File: src/pkg/slot_pkg.sv
// package for the command-slot handshake block
// assumes one 100 MHz clock and controller words presented synchronously
package slot_pkg;
  localparam int NUM_SLOTS = 4;
  localparam int WORD_W = 16;
  localparam int GROUP_W = 4;
  // control/status group bit positions (bit 1 of the word is index 0)
  localparam int ERR_ACK_BIT = 0;
  localparam int SYNC_MODE_BIT = 1;
  localparam int TRIGGER_BIT = 2;
  localparam int ABORT_REQ_BIT = 3;
  localparam int CMD_ERR_BIT = 0;
  localparam int READ_ERR_BIT = 1;
  localparam int BUSY_BIT = 2;
  localparam int ABORT_BUSY_BIT = 3;
  // module control word bits
  localparam int MOD_RESET_BIT = 0;
  localparam int SHARED_EN_BIT = 6;
  localparam logic [15:0] MODULE_CTRL_MASK = 16'h0041;
  localparam logic [15:0] WORD_ZERO = 16'h0000;
  localparam logic [7:0] SIGNATURE = 8'h4B;
  localparam logic [15:0] ERR_BAD_EXEC = 16'h0001;
  localparam logic [3:0] BLOCK_OFS_ERROR = 4'h0;
  localparam logic [3:0] BLOCK_OFS_SIGNATURE = 4'h3;
  // time for one slot to abort
  localparam int ABORT_NS = 100;
  localparam int CLK_NS = 10;
  localparam int ABORT_CYCLES = (ABORT_NS + CLK_NS - 1) / CLK_NS;
  localparam logic [3:0] ABORT_CNT_INIT = 4'(ABORT_CYCLES);

  typedef struct packed {
    logic err_ack;
    logic sync_mode;
    logic trigger;
    logic abort_req;
  } slot_ctrl_t;

  typedef struct packed {
    logic cmd_err;
    logic read_err;
    logic busy;
    logic abort_busy;
  } slot_status_t;

  typedef struct packed {
    logic        req;
    logic        wr;
    logic [15:0] addr;
    logic [15:0] wdata;
  } mem_req_t;

  typedef enum logic [5:0] {
    S_IDLE  = 6'b00_0001,
    S_FETCH = 6'b00_0010,
    S_EXEC  = 6'b00_0100,
    S_HOLD  = 6'b00_1000,
    S_ERROR = 6'b01_0000,
    S_ABORT = 6'b10_0000
  } slot_state_t;

  function automatic slot_ctrl_t ctrl_group(input logic [15:0] w, input int s);
    logic [3:0] g;
    g = w[s*GROUP_W +: GROUP_W];
    ctrl_group = '{err_ack: g[ERR_ACK_BIT], sync_mode: g[SYNC_MODE_BIT],
                   trigger: g[TRIGGER_BIT], abort_req: g[ABORT_REQ_BIT]};
  endfunction : ctrl_group
endpackage : slot_pkg

File: src/logic/slot_engine.sv
// one independent command slot state machine
// assumes a shared block-memory port granted by the parent
`timescale 1ns/1ps
`default_nettype none
module slot_engine
  import slot_pkg::*;
(
  input  wire logic         sys_clk,
  input  wire logic         rst,
  input  wire slot_ctrl_t   ctrl,
  input  wire logic [15:0]  pointer,
  input  wire logic         grant,
  input  wire logic [15:0]  rdata,
  input  wire logic         exec_fail,
  output var  mem_req_t     mem,
  output var  slot_status_t status
);
  slot_state_t  state_q;
  logic         coupled_q;
  logic [3:0]   abort_cnt_q;
  logic         ack_prev_q;

  always_ff @(posedge sys_clk) begin
    if (rst) ack_prev_q <= 1'b0;
    else ack_prev_q <= ctrl.err_ack;
  end

  always_ff @(posedge sys_clk) begin
    if (rst) begin
      state_q     <= S_IDLE;
      coupled_q   <= 1'b0;
      abort_cnt_q <= 4'h0;
      status      <= '0;
      mem         <= '0;
    end else begin
      mem.req <= 1'b0;
      if (ctrl.abort_req && state_q != S_ABORT && state_q != S_IDLE && state_q != S_ERROR) begin
        state_q           <= S_ABORT;
        status.abort_busy <= 1'b1;
        abort_cnt_q       <= ABORT_CNT_INIT;
      end else begin
        case (state_q)
          S_IDLE: begin
            if (ctrl.trigger) begin
              status.busy <= 1'b1;
              coupled_q   <= ctrl.sync_mode;
              if (pointer == WORD_ZERO) begin
                status.cmd_err  <= 1'b1;
                status.read_err <= 1'b1;
                state_q         <= S_ERROR;
              end else begin
                mem     <= '{req: 1'b1, wr: 1'b0, addr: pointer + 16'(BLOCK_OFS_SIGNATURE), wdata: WORD_ZERO};
                state_q <= S_FETCH;
              end
            end
          end
          S_FETCH: begin
            if (!grant) mem.req <= 1'b1;
            else begin
              if (rdata[15:8] != SIGNATURE) begin
                status.cmd_err  <= 1'b1;
                status.read_err <= 1'b1;
                state_q         <= S_ERROR;
              end else state_q <= S_EXEC;
            end
          end
          S_EXEC: begin
            if (exec_fail) begin
              status.cmd_err <= 1'b1;
              mem <= '{req: 1'b1, wr: 1'b1, addr: pointer + 16'(BLOCK_OFS_ERROR), wdata: ERR_BAD_EXEC};
              state_q <= S_ERROR;
            end else state_q <= S_HOLD;
          end
          S_HOLD: begin
            if (!coupled_q || !ctrl.trigger) begin
              status.busy <= 1'b0;
              state_q     <= S_IDLE;
            end
          end
          S_ERROR: begin
            if (mem.req && mem.wr && !grant) mem.req <= 1'b1;
            if (ctrl.err_ack && !ack_prev_q) begin
              status <= '0;
              state_q <= S_IDLE;
            end
          end
          S_ABORT: begin
            if (abort_cnt_q == 4'h1) begin
              status.abort_busy <= 1'b0;
              status.busy       <= 1'b0;
              state_q           <= S_IDLE;
            end
            abort_cnt_q <= abort_cnt_q - 4'h1;
          end
          default: state_q <= S_IDLE;
        endcase
      end
    end
  end
endmodule : slot_engine
`default_nettype wire

File: src/logic/slot_handshake.sv
// command-slot handshake top: four slots, status word, module reset request
// assumes controller words sampled on sys_clk; block memory answers same cycle as grant
`timescale 1ns/1ps
`default_nettype none
// How it works
// - reset only with reset bit and four aborts
// - control bit 7 shares data; others zero
// - four 4-bit groups, one per slot
// - slots run independently except for the shared memory port
// - group bits: ack, mode, trigger, abort
// - mode 0 uncoupled, 1 coupled
// - status bits: error, read error, busy, abort
// - busy from trigger until command done
// - failure sets error, writes code offset 0
// - bad block sets read and command error
// - zero pointer invalid, 16-bit address range
// - errors halt slot until acknowledged
// - acknowledge aborts and clears error flags
// - abort busy raised, dropped with busy
// - any slot combination triggers concurrently
// - coupled busy holds while trigger high
// - uncoupled re-runs while trigger stays set
// - signature high byte must be 4B
module slot_handshake
  import slot_pkg::*;
(
  input  wire logic        sys_clk,
  input  wire logic        rst,
  input  wire logic [15:0] module_control_word,
  input  wire logic [15:0] command_control_word,
  input  wire logic [15:0] slot1_block_pointer,
  input  wire logic [15:0] slot2_block_pointer,
  input  wire logic [15:0] slot3_block_pointer,
  input  wire logic [15:0] slot4_block_pointer,
  input  wire logic [15:0] mem_rdata,
  input  wire logic [3:0]  exec_fail,
  output logic [15:0]      command_status_word,
  output logic             mem_req,
  output logic             mem_wr,
  output logic [15:0]      mem_addr,
  output logic [15:0]      mem_wdata,
  output logic             shared_data_enable,
  output logic             module_reset
);
  logic [15:0]  ptr [NUM_SLOTS];
  mem_req_t     slot_mem [NUM_SLOTS];
  slot_status_t slot_stat [NUM_SLOTS];
  logic [3:0]   grant;
  logic [3:0]   abort_all;

  assign ptr[0] = slot1_block_pointer;
  assign ptr[1] = slot2_block_pointer;
  assign ptr[2] = slot3_block_pointer;
  assign ptr[3] = slot4_block_pointer;

  for (genvar s = 0; s < NUM_SLOTS; s++) begin : g_slot
    slot_engine u_slot (
      .sys_clk (sys_clk),
      .rst     (rst || module_reset),
      .ctrl    (ctrl_group(command_control_word, s)),
      .pointer (ptr[s]),
      .grant   (grant[s]),
      .rdata   (mem_rdata),
      .exec_fail (exec_fail[s]),
      .mem     (slot_mem[s]),
      .status  (slot_stat[s])
    );
    assign abort_all[s] = command_control_word[s*GROUP_W + ABORT_REQ_BIT];
  end

  // fixed-priority memory port arbiter
  always_comb begin
    grant = 4'h0;
    for (int s = 0; s < NUM_SLOTS; s++) begin
      if (slot_mem[s].req && grant == 4'h0) grant[s] = 1'b1;
    end
  end

  always_ff @(posedge sys_clk) begin
    if (rst) begin
      mem_req   <= 1'b0;
      mem_wr    <= 1'b0;
      mem_addr  <= WORD_ZERO;
      mem_wdata <= WORD_ZERO;
    end else begin
      mem_req <= 1'b0;
      for (int s = 0; s < NUM_SLOTS; s++) begin
        if (grant[s]) begin
          mem_req   <= 1'b1;
          mem_wr    <= slot_mem[s].wr;
          mem_addr  <= slot_mem[s].addr;
          mem_wdata <= slot_mem[s].wdata;
        end
      end
    end
  end

  always_ff @(posedge sys_clk) begin
    if (rst) command_status_word <= WORD_ZERO;
    else begin
      for (int s = 0; s < NUM_SLOTS; s++) begin
        command_status_word[s*GROUP_W + CMD_ERR_BIT]    <= slot_stat[s].cmd_err;
        command_status_word[s*GROUP_W + READ_ERR_BIT]   <= slot_stat[s].read_err;
        command_status_word[s*GROUP_W + BUSY_BIT]       <= slot_stat[s].busy;
        command_status_word[s*GROUP_W + ABORT_BUSY_BIT] <= slot_stat[s].abort_busy;
      end
    end
  end

  always_ff @(posedge sys_clk) begin
    if (rst) shared_data_enable <= 1'b0;
    else shared_data_enable <= module_control_word[SHARED_EN_BIT];
  end

  always_ff @(posedge sys_clk) begin
    if (rst) module_reset <= 1'b0;
    else module_reset <= module_control_word[MOD_RESET_BIT] && (&abort_all);
  end
endmodule : slot_handshake
`default_nettype wire

File: config.mk
export PLATFORM = sky130hd
export DESIGN_NAME = slot_handshake
export DESIGN_NICKNAME = d
export VERILOG_FILES = /design/src/pkg/slot_pkg.sv /design/src/logic/slot_engine.sv /design/src/logic/slot_handshake.sv
export SDC_FILE = /design/constraint.sdc
export NUM_CORES = 1
export LEC_CHECK = 0
export BUFFER_PORTS_ARGS = -buffer_cell sky130_fd_sc_hd__buf_2
export CELL_PAD_IN_SITES_DETAIL_PLACEMENT = 2
export CELL_PAD_IN_SITES_GLOBAL_PLACEMENT = 2
export CORE_MARGIN = 1.5
export CORE_UTILIZATION = 36
export CTS_CLUSTER_DIAMETER = 50
export CTS_CLUSTER_SIZE = 14
export DETAILED_ROUTE_END_ITERATION = 12
export PLACE_DENSITY_LB_ADDON = 0.25
export SYNTH_ARGS = -nofsm -noshare
export SYNTH_HDL_FRONTEND = slang
export SYNTH_SLANG_ARGS = --single-unit
File: constraint.sdc
create_clock -name sys_clk -period 5.1 [get_ports sys_clk]
set_input_delay 0.255 -clock sys_clk [delete_from_list [all_inputs] [get_ports sys_clk]]
set_output_delay 0.255 -clock sys_clk [all_outputs]
set_load 0.05 [all_outputs]
# Word level (Yosys, flattened, before mapping)
# Cells that the tools add are included.
totals:
  inputBits: 118
  word_cells: 432
  reg_bits: 252
  output_inout_bits: 52
op_classes:
  n_eq_ne: 97
  muxes: 142
  n_addsub: 8
  reduce_logical: 117
  bitwise_logic: 5
op_table:
  columns: ["cell", "count"]
  rows:
  - ["34-bit two-way mux", 12]
  - ["33-bit one-hot mux with 2 select lines", 4]
  - ["6-bit two-way mux", 24]
  - ["6-bit one-hot mux with 6 select lines", 4]
  - ["16-bit two-way mux", 8]
  - ["16-bit by 2-bit adder with 16-bit output (second input constant)", 4]
  - ["16-bit logical NOT", 4]
  - ["5-bit AND reduction", 12]
  - ["4-bit two-way mux", 12]
  - ["3-bit by 1-bit inequality test with 1-bit output (second input constant)", 16]
  - ["1-bit one-hot mux with 4 select lines", 12]
  - ["5-bit two-way mux", 9]
  - ["2-bit by 1-bit inequality test with 1-bit output (second input constant)", 21]
  - ["4-bit nonzero test", 9]
  - ["1-bit two-way mux", 32]
  - ["8-bit AND reduction", 4]
  - ["2-bit inequality test (second input constant)", 15]
  - ["1-bit logical AND", 28]
  - ["7-bit AND reduction", 4]
  - ["2-bit two-way mux", 13]
  - ["6-bit by 1-bit equality test with 1-bit output (second input constant)", 4]
  - ["6-bit by 2-bit equality test with 1-bit output (second input constant)", 4]
  - ["6-bit by 3-bit equality test with 1-bit output (second input constant)", 4]
  - ["6-bit by 4-bit equality test with 1-bit output (second input constant)", 4]
  - ["23 further kinds", 106]

# Depth between registers and ports, before layout
logic_depth:
  depth_word: 14
  ltp_mapped: 10

# By module
# Synthesis repeated with hierarchy kept, for this count alone.
hier_totals:
  cells_unflattened: 1484
  hier_area_um2: 12092.8
modules_own_cells:
  columns: ["mod", "area_each_um2", "n_inst", "cells_each"]
  rows:
  - ["slot_handshake", 3203.1, 1, 390]
  - ["slot_engine at g_slot[3].u_slot", 2338.5, 1, 287]
  - ["slot_engine at g_slot[0].u_slot", 2229.6, 1, 264]
  - ["slot_engine at g_slot[2].u_slot", 2184.6, 1, 263]
  - ["slot_engine at g_slot[1].u_slot", 2137.0, 1, 280]

# Worst setup path before layout
# OpenSTA, ideal clock, no wires.
synth_path:
  kind: "input to register"
  startpoint: "input port slot2_block_pointer[0]"
  endpoint: "register g_slot[1].u_slot.mem[23] in the netlist's numbering"
  setup_time_ns: 0.122
  path_slack_ns: 3.032
  arrival_time_ns: 1.946
  path_stages: 9
  t_required_ns: 4.978
  path_cell_list: "inv_1 > ha_1 > nor4b_1 > nand4_1 > or3b_1 > buf_2 > a21boi_4 > nor2_2 > a221o_1"
synth_between:
  elab_chain_len: 4
synth_rtl:
  columns: ["item", "line", "text"]
  rows:
  - ["start: declaration", "slot_handshake.sv:32", "input wire logic [15:0] slot2_block_pointer,"]
  - ["16-bit by 2-bit adder with 16-bit output", "slot_engine.sv:52", "mem <= '{req: 1'b1, wr: 1'b0, addr: pointer + 16'(BLOCK_OFS_SIGNATURE), wdata: WORD_ZERO};"]
  - ["34-bit two-way mux", "slot_engine.sv:47", "if (pointer == WORD_ZERO) begin"]
  - ["34-bit two-way mux", "slot_engine.sv:44", "if (ctrl.trigger) begin"]
  - ["33-bit one-hot mux with 2 select lines", "slot_engine.sv:42", "case (state_q)"]
  - ["end signal: assignment", "slot_engine.sv:52", null]
  - ["end signal: assignment", "slot_engine.sv:70", "mem <= '{req: 1'b1, wr: 1'b1, addr: pointer + 16'(BLOCK_OFS_ERROR), wdata: ERR_BAD_EXEC};"]
  - ["end: declaration", "slot_engine.sv:15", "output var mem_req_t mem,"]
# Parallel ways exist; a longest one is shown, timed or not. The select of a mux whose other input is x is not followed.
# A chain may end at the register's enable or synchronous reset.

# Final worst setup path
layout_path:
  startpoint: "register g_slot[3].u_slot.state_q[0]"
  endpoint: "register g_slot[3].u_slot.mem[26] in the netlist's numbering"
layout_between:
  elab_chain_len: 6
layout_rtl:
  columns: ["item", "line", "text"]
  rows:
  - ["start: declaration", "slot_engine.sv:18", "slot_state_t state_q;"]
  - ["start signal: assignment", "slot_engine.sv:30", "state_q <= S_IDLE;"]
  - ["start signal: assignment", "slot_engine.sv:38", "state_q <= S_ABORT;"]
  - ["start signal: assignment", "slot_engine.sv:50", "state_q <= S_ERROR;"]
  - ["6-bit inequality test", "slot_engine.sv:37", "if (ctrl.abort_req && state_q != S_ABORT && state_q != S_IDLE && state_q != S_ERROR) begin"]
  - ["1-bit logical AND (3 in a row)", "slot_engine.sv:37", null]
  - ["1-bit NOT (no source line)", null, null]
  - ["5-bit AND reduction (no source line)", null, null]
  - ["end signal: assignment", "slot_engine.sv:52", null]
  - ["end signal: assignment", "slot_engine.sv:70", null]
  - ["end: declaration", "slot_engine.sv:15", null]
# Parallel ways exist; a longest one is shown, timed or not.

==> out/metrics.csv <==
stage,metric,value,unit
outcome,status,"complete, no violations",
timing,total negative slack,0,ns
drt,drt initial violations,451,
die,area enclosed by the die boundary,0.0268,mm²
clock_network,deepest level of the CTS H-tree,4,
pwr,IR Drop Worst-Case VDD,0.000192,V
synthesis,post-synth design cell area,0.00929,mm²
timing,final max-slew violation count,0,
clock_network,clock net sink count,172,
clock_network,clock latency at the later pin of the worst-skew pair,0.44,ns
timing,count of endpoints failing setup in the final report,0,
global_routing,global-route wire length before repair,51500,µm
final_layout,Layout area overhead,15.3,%
critical_path,largest fanout on the critical path,23,
synthesis,number of enable-type register cells in the synthesized netlist,0,
critical_path,CP Launch Type,register,
timing,fmax,339,MHz
die,die height,164,µm
final_layout,number of nets in the layout,1360,
placed_design,Routability Congestion,0.805,
synthesis,number of distinct standard cells referenced by the synthesized netlist,84,
clock_network,total of cells resized after clock tree synthesis,0,
die,Die Span X,164,µm
synthesis,number of synthesized register bits,172,
timing,RSZ-0062 raised after global routing,no,
drt,count of antenna-violating nets left after detailed routing,0,
die,core outline area,0.0253,mm²
clock_network,CTS tree,built,
timing,headroom to the max-slew limit,23.4,%
synthesis,top_reg_cell synth,dfxtp_1,
synthesis,average footprint of a synthesized cell,8.22,µm²
drt,aggregate routed wire length,32500,µm
clock_network,TritonCTS Buffers,17,
clock_network,Post-CTS Setup Repair Bufs,0,
global_routing,via count of the first global-routing pass,9374,
clock_network,root buffer selected by CTS,clkbuf_16,
critical_path,CP Data Required Time,5.46,ns
timing,final-report hold violation count,0,
synthesis,fraction of registers with async set or reset after synthesis,0,%
critical_path,endpoint arrival time on the critical path,3.31,ns
pwr,Power Density,398,mW/mm²
timing,post-route minimum period,2.95,ns
drt,per-cell via count in the routed design,5.72,
drt,Vias,8996,
hold_path,kind of path behind the tightest hold check,primary input to register,
placed_design,estimated wirelength of the detail-placed design,24100,µm
job,# Max-Cap Violations,0,
final_layout,"most common cell after layout, fill and taps aside",dfxtp_1,
final_layout,"commonest non-fill, non-tap cells in the layout","dfxtp_1 (172), buf_2 (132), nor2_1 (122)",
drt,wire length per cell after detailed routing,20.7,µm
critical_path,critical path start-end classification,register to register,
synthesis,yosys warns,0,
pwr,Static Leak,4.23,nW
critical_path,Crit. End Element,register,
clock_network,cts hold-fix bufs,0,
placed_design,Placement Setup Slack,2.21,ns
clock_network,clock input transition at the sequential cells of the worst setup and hold paths,0.07,ns
synthesis,number of instances in the synthesized netlist,1131,
timing,post-route worst setup slack,2.15,ns
timing,final critical-path share of the clock period,57.8,%
clock_network,maximum root-to-sink buffer count,2,
final_layout,number of antenna cells inserted,0,
critical_path,crit path cell chain,nor4_4 -> o21ai_0 -> and3_4 -> a21oi_2 -> o221ai_1 -> a21oi_1,
global_routing,overall overflow remaining after global route,0,
placed_design,quantity of I/O buffers inserted on ports,132,
drt,residual DRC count,0,
critical_path,setup slack of the worst register-to-register path,2.15,ns
global_routing,All-Layer GR Usage,24.5,%
critical_path,Critical Path Slowest Stage Cell,a21oi_2,
synthesis,portion of the post-synthesis area used by sequential elements,37.1,%
die,number of top-level design ports,170,
die,Starting Density,36.8,%
global_routing,pin count of the biggest net entering global routing,39,
timing,Worst Max-Slew Pin Slew,1.15,ns
global_routing,antenna violations before repair,0,
die,number of rows created at floorplan,58,
critical_path,delay of the slowest cell on the worst path,0.76,ns
timing,final clock skew,0.0153,ns
drt,first drt pass iteration count,4,
final_layout,layout cells sized above 1,17.1,%
final cells by class:
class / count / area, µm²
repair buffers: 139 / 713
well taps: 330 / 413
flip-flops and latches: 172 / 3440
fillers: 2941 / 14500
inverters: 33 / 124
clock inverters: 13 / 130
clock buffers: 19 / 453
multi-input cells: 867 / 5440
cells in the mapped netlist, types with 6 or more instances:
cell      instances  area share [%]
a211oi_1         49             4.0
and2_1            6            0.40
buf_4            19             1.5
and3_1            9            0.61
nand2b_1         10            0.67
nor4b_1           8            0.75
inv_1            33             1.3
ha_1             12             1.6
buf_2            14            0.75
dfxtp_1         172              37
nand3b_1          9            0.73
a31oi_1          30             2.0
clkbuf_1         37             1.5
xor2_1           22             2.1
nor2_1          123             5.0
xnor2_1          18             1.7
and4_1            9            0.85
nand2_1          61             2.5
o21ai_0          80             4.3
nor3_1           22             1.2
a21oi_1          97             5.2
o211ai_1          9            0.73
mux2i_1          36             3.9
nor3b_1           6            0.48
nand3_1          32             1.7
or2_2             8            0.54
nor4_1           28             1.9
or3_1            14            0.94
nor2b_1          31             2.1
nand4_1          22             1.5
per-layer routing:
layer	routed length (µm)	GRT usage, %
met5	0	0
met3	1140	3.68
met1	15000	31.9
met4	432	5.74
met2	15900	42.4
power by group:
group          total (W)  internal (W)  switching [W]
Sequential       0.00171       0.00155       0.000154
Clock            0.00130      0.000710       0.000591
Combinational    0.00125      0.000405       0.000846
registers in the layout (all words and copies together) (netlist names), 4 cells and up:
signal                     cells
g_slot.u_slot.mem             72
g_slot.u_slot.state_q         24
command_status_word           16
g_slot.u_slot.abort_cnt_q     16
g_slot.u_slot.status          16
mem_addr                      16
g_slot.u_slot.ack_prev_q       4
g_slot.u_slot.coupled_q        4
logic make-up (layout without fill, tap and decap cells):
family                   after synthesis  in the layout  synth area share, %
adder cells (fa/ha/maj)               12             12                 1.62
buffers and inverters                106            204                 5.24
multiplexers                          36             36                 3.88
XOR/XNOR                              40             40                 3.77
AND/OR/NAND/NOR                      441            441                 26.3
flip-flops                           172            172                 37.1
AO/OA/AOI/OAI                        323            323                 22.1
other                                  1             15               0.0404
through the flow:
stage | hold WS, ns | std cells | power (W) | utilization (%) | instance area [µm²]
floorplan | 0.377 | 1145 | 0.00259 | - | 9350
finish | 0.0346 | 1573 | 0.00426 | 42.4 | 10700
global placement | 0.436 | 1541 | 0.00292 | 40.1 | 10100
CTS | 0.0255 | 1573 | 0.00430 | 42.4 | 10700
detailed placement | 0.460 | 1541 | 0.00297 | 40.1 | 10100
global route | 0.0297 | 1573 | 0.00448 | 42.4 | 10700
critical path: cells and delay by family, from the launching register on:
kind / cells / cell delay (ns)
compound gates: 4 / 1.69
simple gates: 2 / 0.81
flops: 1 / 0.36
worst paths after layout:
path,from,to,cells after the start
max,g_slot[3].u_slot.state_q[0],g_slot[3].u_slot.mem[26],6
min,module_control_word[6],shared_data_enable,2
max reg2reg,g_slot[3].u_slot.state_q[0],g_slot[3].u_slot.mem[26],6
min reg2reg,g_slot[1].u_slot.status[0],g_slot[1].u_slot.status[0],2
No activity file was read; power rests on OpenSTA's default activity.
